File: src/simc_pkg.sv
// constants, types and carriers of the standby / isolation mode controller
// ============================================================
// How it works
// - low flow past standby-on delay with standby request enters standby pressure
// - standby with auto isolation enters isolation after isolation delay
// - standby request dropping in standby or isolation returns to operation
// - request back within standby-off window returns to standby at once
// - inactive effective isolation input forces isolation from any mode
// - flow below-threshold comparison uses a hysteresis band
// - normally open polarity inverts the isolation request
// - electrical regulator ramps target up to operation pressure over ramp time
// - each request comes from process data or its digital input
// - switch 1 picks control source, per base or remote unit
// - switch 2 picks regulator type, switch 3 picks polarity
// - switches 1 to 3 sampled only once after power-up
// - base accepts process data only from the channel switch 1 selects
// - spare port runs as input plus IO-Link, input plus output, or two inputs
// - wireless base pairs at most ten remote units
package simc_pkg;

	// ============================================================
	// timing
	localparam int unsigned CLK_HZ      = 125_000_000;
	localparam int unsigned TICK_US     = 1000;
	localparam int unsigned TICK_CYCLES = CLK_HZ / 1_000_000 * TICK_US;
	localparam int unsigned PRE_W       = 17;

	// ============================================================
	// widths and limits
	localparam int unsigned VAL_W       = 16;
	localparam logic [3:0]  MAX_REMOTES = 4'hA;
	localparam logic [15:0] CNT_MAX     = 16'hFFFF;

	// ============================================================
	// modes
	typedef enum logic [1:0] {
		MODE_OPER = 2'b00,
		MODE_STBY = 2'b01,
		MODE_ISO  = 2'b10
	} simc_mode_type;

	typedef enum logic [1:0] {
		PORT_IN_LINK = 2'b00,
		PORT_IN_OUT  = 2'b01,
		PORT_IN_IN   = 2'b10
	} simc_port_type;

	localparam simc_mode_type MODE_RST = MODE_OPER;

	// ============================================================
	// carriers
	typedef struct packed {
		logic [15:0] flow_thr;
		logic [15:0] flow_hyst;
		logic [15:0] on_ms;
		logic [15:0] iso_ms;
		logic [15:0] off_ms;
		logic [15:0] ramp_ms;
		logic [15:0] oper_press;
		logic [15:0] stby_press;
		logic        auto_iso;
	} simc_cfg_type;

	typedef struct packed {
		logic remote_unit;
		logic sw_source;
		logic sw_reg_elec;
		logic sw_pol_no;
	} simc_strap_type;

	localparam simc_strap_type STRAP_RST = 4'h0;

	typedef struct packed {
		logic digital_in_stby;
		logic digital_in_iso;
		logic eth_stby;
		logic eth_iso;
		logic opcua_stby;
		logic opcua_iso;
		logic wl_stby;
		logic wl_iso;
		logic stby_from_pd;
		logic iso_from_pd;
	} simc_req_type;

endpackage

File: src/simc_ctrl.sv
// standby / isolation mode controller of the air management hub
`timescale 1ns/100ps
module simc_ctrl #(
	parameter int unsigned TICK_CYCLES = simc_pkg::TICK_CYCLES
) (
	// clock and reset
	input  wire logic                     sys_clk,
	input  wire logic                     rst_b,
	// switches and unit type
	input  wire simc_pkg::simc_strap_type strap_in,
	// configuration
	input  wire simc_pkg::simc_cfg_type   cfg,
	input  wire simc_pkg::simc_port_type  port_mode,
	input  wire logic                     port_do_value,
	// requests and measurement
	input  wire simc_pkg::simc_req_type   req,
	input  wire logic [15:0]              flow_rate,
	// pairing
	input  wire logic                     adapter_present,
	input  wire logic                     pair_req,
	input  wire logic                     unpair_req,
	// mode and actuators
	output simc_pkg::simc_mode_type       mode_r,
	output logic                          supply_open_r,
	output logic                          relief_valve_exhaust_r,
	output logic                          regulator_standby_r,
	output logic [15:0]                   target_press_r,
	output logic                          flow_below_r,
	output simc_pkg::simc_strap_type      straps_r,
	// spare port
	output logic                          port_iolink_en_r,
	output logic                          port_do_en_r,
	output logic                          port_do_r,
	output logic                          port_di2_en_r,
	// pairing status
	output logic [3:0]                    paired_count_r,
	output logic                          pair_ack_r,
	output logic                          pair_nak_r
);

	// ============================================================
	// helpers
	function automatic logic pick_pd(input simc_pkg::simc_strap_type s,
		input logic eth, input logic opc, input logic wl);
		if (!s.remote_unit)
			pick_pd = s.sw_source ? opc : eth;
		else
			pick_pd = s.sw_source ? 1'b0 : wl;
	endfunction

	function automatic logic [15:0] sat_inc(input logic [15:0] v, input logic tick);
		sat_inc = (tick && v != simc_pkg::CNT_MAX) ? v + 16'h0001 : v;
	endfunction

	// ============================================================
	// state
	logic                     strap_done_r;
	logic                     strap_done_nxt;
	simc_pkg::simc_strap_type straps_nxt;
	logic [simc_pkg::PRE_W-1:0] pre_r;
	logic [simc_pkg::PRE_W-1:0] pre_nxt;
	logic                     tick_r;
	logic                     tick_nxt;
	simc_pkg::simc_mode_type  mode_nxt;
	logic                     forced_r;
	logic                     forced_nxt;
	logic                     win_r;
	logic                     win_nxt;
	logic [15:0]              on_cnt_r;
	logic [15:0]              on_cnt_nxt;
	logic [15:0]              iso_cnt_r;
	logic [15:0]              iso_cnt_nxt;
	logic [15:0]              off_cnt_r;
	logic [15:0]              off_cnt_nxt;
	logic [15:0]              ramp_cnt_r;
	logic [15:0]              ramp_cnt_nxt;
	logic [15:0]              ramp_start_r;
	logic [15:0]              ramp_start_nxt;
	logic [15:0]              target_nxt;
	logic                     below_nxt;
	logic                     supply_nxt;
	logic                     exhaust_nxt;
	logic                     reg_stby_nxt;
	logic                     iol_nxt;
	logic                     do_en_nxt;
	logic                     do_nxt;
	logic                     di2_nxt;
	logic [3:0]               pcount_nxt;
	logic                     ack_nxt;
	logic                     nak_nxt;

	// request resolution
	logic        pd_allowed;
	logic        stby_req;
	logic        iso_raw;
	logic        iso_ok;
	logic [16:0] hyst_top;
	logic [31:0] ramp_prod;
	logic [15:0] ramp_diff;

	// ============================================================
	// next values
	always_comb
	begin
		// switches are latched once so a live change cannot disturb a running machine
		strap_done_nxt = 1'b1;
		straps_nxt     = strap_done_r ? straps_r : strap_in;

		pre_nxt  = (pre_r == simc_pkg::PRE_W'(TICK_CYCLES - 1)) ? '0 : pre_r + 1'b1;
		tick_nxt = (pre_r == simc_pkg::PRE_W'(TICK_CYCLES - 1));

		pd_allowed = !(straps_r.remote_unit && straps_r.sw_source);
		stby_req   = (req.stby_from_pd && pd_allowed)
			? pick_pd(straps_r, req.eth_stby, req.opcua_stby, req.wl_stby)
			: req.digital_in_stby;
		iso_raw    = (req.iso_from_pd && pd_allowed)
			? pick_pd(straps_r, req.eth_iso, req.opcua_iso, req.wl_iso)
			: req.digital_in_iso;
		iso_ok     = straps_r.sw_pol_no ? ~iso_raw : iso_raw;

		// narrow band would chatter standby entry; hold below until thr + hyst
		hyst_top  = {1'b0, cfg.flow_thr} + {1'b0, cfg.flow_hyst};
		below_nxt = flow_below_r ? ({1'b0, flow_rate} < hyst_top)
			: (flow_rate < cfg.flow_thr);

		mode_nxt   = mode_r;
		forced_nxt = forced_r;
		win_nxt    = win_r;
		// reset-time switch values must not trip a forced isolation
		if (!iso_ok && strap_done_r)
		begin
			mode_nxt   = simc_pkg::MODE_ISO;
			forced_nxt = 1'b1;
			win_nxt    = 1'b0;
		end
		else
		begin
			case (mode_r)
				simc_pkg::MODE_OPER:
				begin
					if (stby_req && win_r)
						mode_nxt = simc_pkg::MODE_STBY;
					else if (stby_req && flow_below_r && on_cnt_r >= cfg.on_ms)
						mode_nxt = simc_pkg::MODE_STBY;
					if (win_r && off_cnt_r >= cfg.off_ms)
						win_nxt = 1'b0;
					if (mode_nxt != simc_pkg::MODE_OPER)
						win_nxt = 1'b0;
				end
				simc_pkg::MODE_STBY:
				begin
					if (!stby_req)
					begin
						mode_nxt = simc_pkg::MODE_OPER;
						win_nxt  = 1'b1;
					end
					else if (cfg.auto_iso && iso_cnt_r >= cfg.iso_ms)
						mode_nxt = simc_pkg::MODE_ISO;
				end
				default:
				begin
					forced_nxt = 1'b0;
					if (!stby_req)
					begin
						mode_nxt = simc_pkg::MODE_OPER;
						win_nxt  = !forced_r;
					end
					else if (forced_r)
						mode_nxt = simc_pkg::MODE_STBY;
				end
			endcase
		end

		// each timer clears the moment its condition drops
		on_cnt_nxt  = (mode_r == simc_pkg::MODE_OPER && stby_req && flow_below_r)
			? sat_inc(on_cnt_r, tick_r) : '0;
		iso_cnt_nxt = (mode_r == simc_pkg::MODE_STBY && cfg.auto_iso)
			? sat_inc(iso_cnt_r, tick_r) : '0;
		off_cnt_nxt = (mode_r == simc_pkg::MODE_OPER && win_r)
			? sat_inc(off_cnt_r, tick_r) : '0;

		ramp_start_nxt = ramp_start_r;
		ramp_cnt_nxt   = (mode_r == simc_pkg::MODE_OPER) ? sat_inc(ramp_cnt_r, tick_r) : '0;
		if (mode_r != simc_pkg::MODE_OPER && mode_nxt == simc_pkg::MODE_OPER)
		begin
			ramp_start_nxt = target_press_r;
			ramp_cnt_nxt   = '0;
		end

		// linear ramp; a target already above operation pressure drops at once
		ramp_diff = cfg.oper_press - ramp_start_r;
		ramp_prod = {16'h0000, ramp_diff} * {16'h0000, ramp_cnt_r};
		case (mode_r)
			simc_pkg::MODE_OPER:
			begin
				if (straps_r.sw_reg_elec && cfg.ramp_ms != 16'h0000
					&& ramp_cnt_r < cfg.ramp_ms && cfg.oper_press > ramp_start_r)
					target_nxt = ramp_start_r
						+ 16'(ramp_prod / {16'h0000, cfg.ramp_ms});
				else
					target_nxt = cfg.oper_press;
			end
			simc_pkg::MODE_STBY:
				target_nxt = cfg.stby_press;
			default:
				target_nxt = target_press_r;
		endcase

		supply_nxt   = (mode_nxt != simc_pkg::MODE_ISO);
		exhaust_nxt  = (mode_nxt == simc_pkg::MODE_ISO);
		reg_stby_nxt = (mode_nxt == simc_pkg::MODE_STBY);

		iol_nxt   = (port_mode == simc_pkg::PORT_IN_LINK);
		do_en_nxt = (port_mode == simc_pkg::PORT_IN_OUT);
		do_nxt    = do_en_nxt && port_do_value;
		di2_nxt   = (port_mode == simc_pkg::PORT_IN_IN);

		pcount_nxt = paired_count_r;
		ack_nxt    = 1'b0;
		nak_nxt    = 1'b0;
		if (pair_req)
		begin
			if (!straps_r.remote_unit && adapter_present
				&& paired_count_r < simc_pkg::MAX_REMOTES)
			begin
				pcount_nxt = paired_count_r + 4'h1;
				ack_nxt    = 1'b1;
			end
			else
				nak_nxt = 1'b1;
		end
		else if (unpair_req && paired_count_r != 4'h0)
			pcount_nxt = paired_count_r - 4'h1;
	end

	// ============================================================
	// registers
	always_ff @(posedge sys_clk or negedge rst_b)
	begin
		if (!rst_b)
		begin
			strap_done_r           <= 1'b0;
			straps_r               <= simc_pkg::STRAP_RST;
			pre_r                  <= '0;
			tick_r                 <= 1'b0;
			mode_r                 <= simc_pkg::MODE_RST;
			forced_r               <= 1'b0;
			win_r                  <= 1'b0;
			on_cnt_r               <= '0;
			iso_cnt_r              <= '0;
			off_cnt_r              <= '0;
			ramp_cnt_r             <= '0;
			ramp_start_r           <= '0;
			target_press_r         <= '0;
			flow_below_r           <= 1'b0;
			supply_open_r          <= 1'b1;
			relief_valve_exhaust_r <= 1'b0;
			regulator_standby_r    <= 1'b0;
			port_iolink_en_r       <= 1'b0;
			port_do_en_r           <= 1'b0;
			port_do_r              <= 1'b0;
			port_di2_en_r          <= 1'b0;
			paired_count_r         <= 4'h0;
			pair_ack_r             <= 1'b0;
			pair_nak_r             <= 1'b0;
		end
		else
		begin
			strap_done_r           <= strap_done_nxt;
			straps_r               <= straps_nxt;
			pre_r                  <= pre_nxt;
			tick_r                 <= tick_nxt;
			mode_r                 <= mode_nxt;
			forced_r               <= forced_nxt;
			win_r                  <= win_nxt;
			on_cnt_r               <= on_cnt_nxt;
			iso_cnt_r              <= iso_cnt_nxt;
			off_cnt_r              <= off_cnt_nxt;
			ramp_cnt_r             <= ramp_cnt_nxt;
			ramp_start_r           <= ramp_start_nxt;
			target_press_r         <= target_nxt;
			flow_below_r           <= below_nxt;
			supply_open_r          <= supply_nxt;
			relief_valve_exhaust_r <= exhaust_nxt;
			regulator_standby_r    <= reg_stby_nxt;
			port_iolink_en_r       <= iol_nxt;
			port_do_en_r           <= do_en_nxt;
			port_do_r              <= do_nxt;
			port_di2_en_r          <= di2_nxt;
			paired_count_r         <= pcount_nxt;
			pair_ack_r             <= ack_nxt;
			pair_nak_r             <= nak_nxt;
		end
	end

endmodule // simc_ctrl

File: config.mk
export PLATFORM = sky130hd
export DESIGN_NAME = simc_ctrl
export DESIGN_NICKNAME = d
export VERILOG_FILES = /design/src/simc_pkg.sv /design/src/simc_ctrl.sv
export SDC_FILE = /design/constraint.sdc
export NUM_CORES = 2
export LEC_CHECK = 0
export BUFFER_PORTS_ARGS = -buffer_cell sky130_fd_sc_hd__buf_4
export CORE_ASPECT_RATIO = 1.1
export CORE_MARGIN = 10
export CORE_UTILIZATION = 45
export CTS_CLUSTER_DIAMETER = 30
export DETAILED_ROUTE_END_ITERATION = 10
export HOLD_SLACK_MARGIN = 0.03
export PLACE_DENSITY_LB_ADDON = 0.05
export RECOVER_POWER = 25
export SETUP_SLACK_MARGIN = 0.05
export SKIP_CTS_REPAIR_TIMING = 1
export SYNTH_ARGS = -nofsm -noshare
export SYNTH_HDL_FRONTEND = slang
export SYNTH_SLANG_ARGS = --single-unit
File: constraint.sdc
create_clock -name sys_clk -period 102 [get_ports sys_clk]
set_input_delay 15.3 -clock sys_clk [delete_from_list [all_inputs] [get_ports sys_clk]]
set_output_delay 15.3 -clock sys_clk [all_outputs]
set_load 0.03 [all_outputs]
==> impl_metrics.env <==
export IMPL_synth_seq_cells=137
export IMPL_vias_per_cell=5.65
export IMPL_yosys_area_top_type_share_pct=19.8
export IMPL_hold_start="pre_r[10]"
export IMPL_track_usage_pct=24.4
export IMPL_clock_sinks=137
export IMPL_dieHeight_um=336
export IMPL_synth_flop_cell="dfrtp_1"
export IMPL_final_common_cell="buf_4"
export IMPL_dr_pass1_iters=5
export IMPL_drt_wl_total_mm=133
export IMPL_synth_cells=5341
export IMPL_grt_pass1_vias=39600
export IMPL_synth_area_leaders="ha_1, fa_1, dfrtp_1"
export IMPL_dieArea_mm2=0.103
export IMPL_syn_num_nets=6350
export IMPL_drive_gt1_share_pct=25.2
export IMPL_vias=40900
export IMPL_endpoint_kind="register"
export IMPL_wire_per_inst_um=18.4
export IMPL_critPathBufInv=34
export IMPL_synth_cell_types=123
export IMPL_outcome="complete, but fails checks"
export IMPL_dieWidth_um=307
export IMPL_routed_wl_met3_mm=4.93
export IMPL_synthToLayoutAreaGrowth_pct=26.9
export IMPL_coreArea_mm2=0.0896
export IMPL_max_stage_delay_ps=550
export IMPL_setup_viol=1
export IMPL_rows=115
export IMPL_synth_edff_count=0
export IMPL_avgSynthCellArea_um2=7.63
export IMPL_crit_required_ps=102320
export IMPL_synthArstFlopShare_pct=100
export IMPL_grt_max_degree=72
export IMPL_dp_hpwl_mm=106
export IMPL_regToRegSetupSlack_ps=14210
export IMPL_initial_utilization_pct=45.5
export IMPL_crit_type="in2reg"
export IMPL_met2_length_mm=66.5
export IMPL_nets=7066
export IMPL_violations="capacitance limit, slew limit, setup timing"
export IMPL_crit_path_end="target_press_r[14]"
export IMPL_grt_ovfl_total=0
export IMPL_cpLargestDelayFamily="compound AO/OA/AOI/OAI gates"
export IMPL_cp_max_fo=8
export IMPL_path_depth=501
export IMPL_numPortBuffers=202
export IMPL_cts_buffer_depth=2
export IMPL_fmax_mhz=9.80
export IMPL_setup_ws_ps=-71.1
export IMPL_drv_slew=68
export IMPL_period_share_pct=100
export IMPL_drc=0
export IMPL_cts_buffers=17
export IMPL_max_cap_viol_count=1
export IMPL_reg2reg_depth=501
export IMPL_dr_first_iter_drc_count=2246
export IMPL_root_buffer="clkbuf_16"
export IMPL_grt_antenna_before_repair=1
export IMPL_slew_limit_headroom_pct=-145
export IMPL_finalHoldViolations=0
export IMPL_critical_path_most_common_cell="o21a_1"
export IMPL_ys_seq_area_share_pct=8.41
export IMPL_clock_latency_ps=440
export IMPL_clkTransAtPathRegs_ps=70
export IMPL_htree_num_levels=4
export IMPL_clock_skew_ps=13.6
export IMPL_hold_path_class="reg2reg"
export IMPL_top_layer="met4"
export IMPL_io_pins=203
export IMPL_reg2reg_to="target_press_r[14]"
export IMPL_start_kind="input port"
export IMPL_fin_util_pct=57.7
export IMPL_place_congestion=0.919
export IMPL_arrival_ps=102390
export IMPL_rsz0062_at_grt="true"
export IMPL_synth_top_area_cell="ha_1"
export IMPL_min_period_ps=102070
export IMPL_crit_slowest_cell="fa_2"
export IMPL_yosys_warnings=0
export IMPL_synth_area_mm2=0.0408
export IMPL_reg2reg_from="ramp_start_r[1]"
export IMPL_ant_nets=0
export IMPL_grt_pass1_wl_mm=207
export IMPL_most_common_layout_cells="buf_4, ha_1, nand2_1, inv_1, nor2_1"
export IMPL_wl_met1_mm=58.2
export IMPL_setup_worst_path_start="cfg[18]"
export IMPL_worst_pin_slew_ps=3680
export IMPL_cts_tree="yes"
-- cell type report --
type / count / area (um^2)
antenna: 1 / 2.50
clock buffer: 21 / 460
clock inverter: 10 / 143
fill: 8432 / 37900
inverter: 442 / 1680
multi-input combinational: 4598 / 37900
sequential: 137 / 3430
tap: 1170 / 1460
timing repair buffer: 861 / 6670
-- flip-flops by register name (all words and copies together) (netlist names), 2 cells and up --
signal and cells:
target_press_r 16, paired_count_r 4, iso_cnt_r 16, pre_r 17, on_cnt_r 16, off_cnt_r 16, mode_r 2, straps_r 4
ramp_start_r 16, ramp_cnt_r 16
-- layer usage --
layer / up-vias / GRT usage, %
li1: 20500 / -
met1: 19500 / 30.6
met2: 810 / 44.1
met3: 192 / 2.16
met4: 0 / 6.23
met5: - / 0
-- Yosys cell counts (all sizes together) (15+ instances only) --
cell type,n
a211oi,29
a21boi,18
a21o,110
a21oi,391
a31oi,48
and2,127
and3,41
buf,33
clkbuf,132
dfrtp,136
fa,198
ha,644
inv,441
mux2,108
mux2i,33
nand2,508
nand2b,69
nand3,111
nand4,51
nor2,435
nor2b,96
nor3,221
nor4,17
o211ai,34
o21a,213
o21ai,256
o21bai,36
o22ai,15
o31ai,106
or2,60
or3,59
xnor2,203
xor2,123
-- how the worst min path moves through the flow --
stage,slack [ps],endpoint,depth (start not counted)
after floorplan,450,pre_r[4],1
after global placement,470,pre_r[4],1
after detailed placement,480,pre_r[12],1
after CTS,500,pre_r[12],1
after global routing,510,pre_r[4],1
final,500,pre_r[10],1
-- kinds of logic (layout without fill, tap and decap cells) --
family / after synthesis / count (layout) / share of synthesized area [%]
AOI/OAI and AO/OA: 1417 / 1417 / 23.0
xor gates and xnor gates: 326 / 326 / 7.00
adders and majority gates: 842 / 842 / 29.5
buffers and inverters: 607 / 1334 / 5.71
DFF: 137 / 137 / 8.41
muxes: 141 / 141 / 3.83
other: 1 / 2 / 0.00920
and+or+nand+nor: 1870 / 1871 / 22.5
-- stage by stage --
stage / setup WS, ps / area, um^2 / std cells / setup TNS [ps] / hold WS [ps]
2_1_floorplan: -2660 / 42500 / 5341 / -29620 / 452
3_3_place_gp: -1310 / 47900 / 7031 / -10460 / 475
3_5_place_dp: -2330 / 47900 / 7031 / -25100 / 484
4_1_cts: -2240 / 48500 / 7062 / -23910 / 497
5_1_grt: -4940 / 51700 / 7240 / -65510 / 513
6_report: -71.1 / 51700 / 7240 / -71.1 / 498
Power is not shown: default switching activity piles up to over one toggle a cycle in this logic, so the estimate is an artifact.
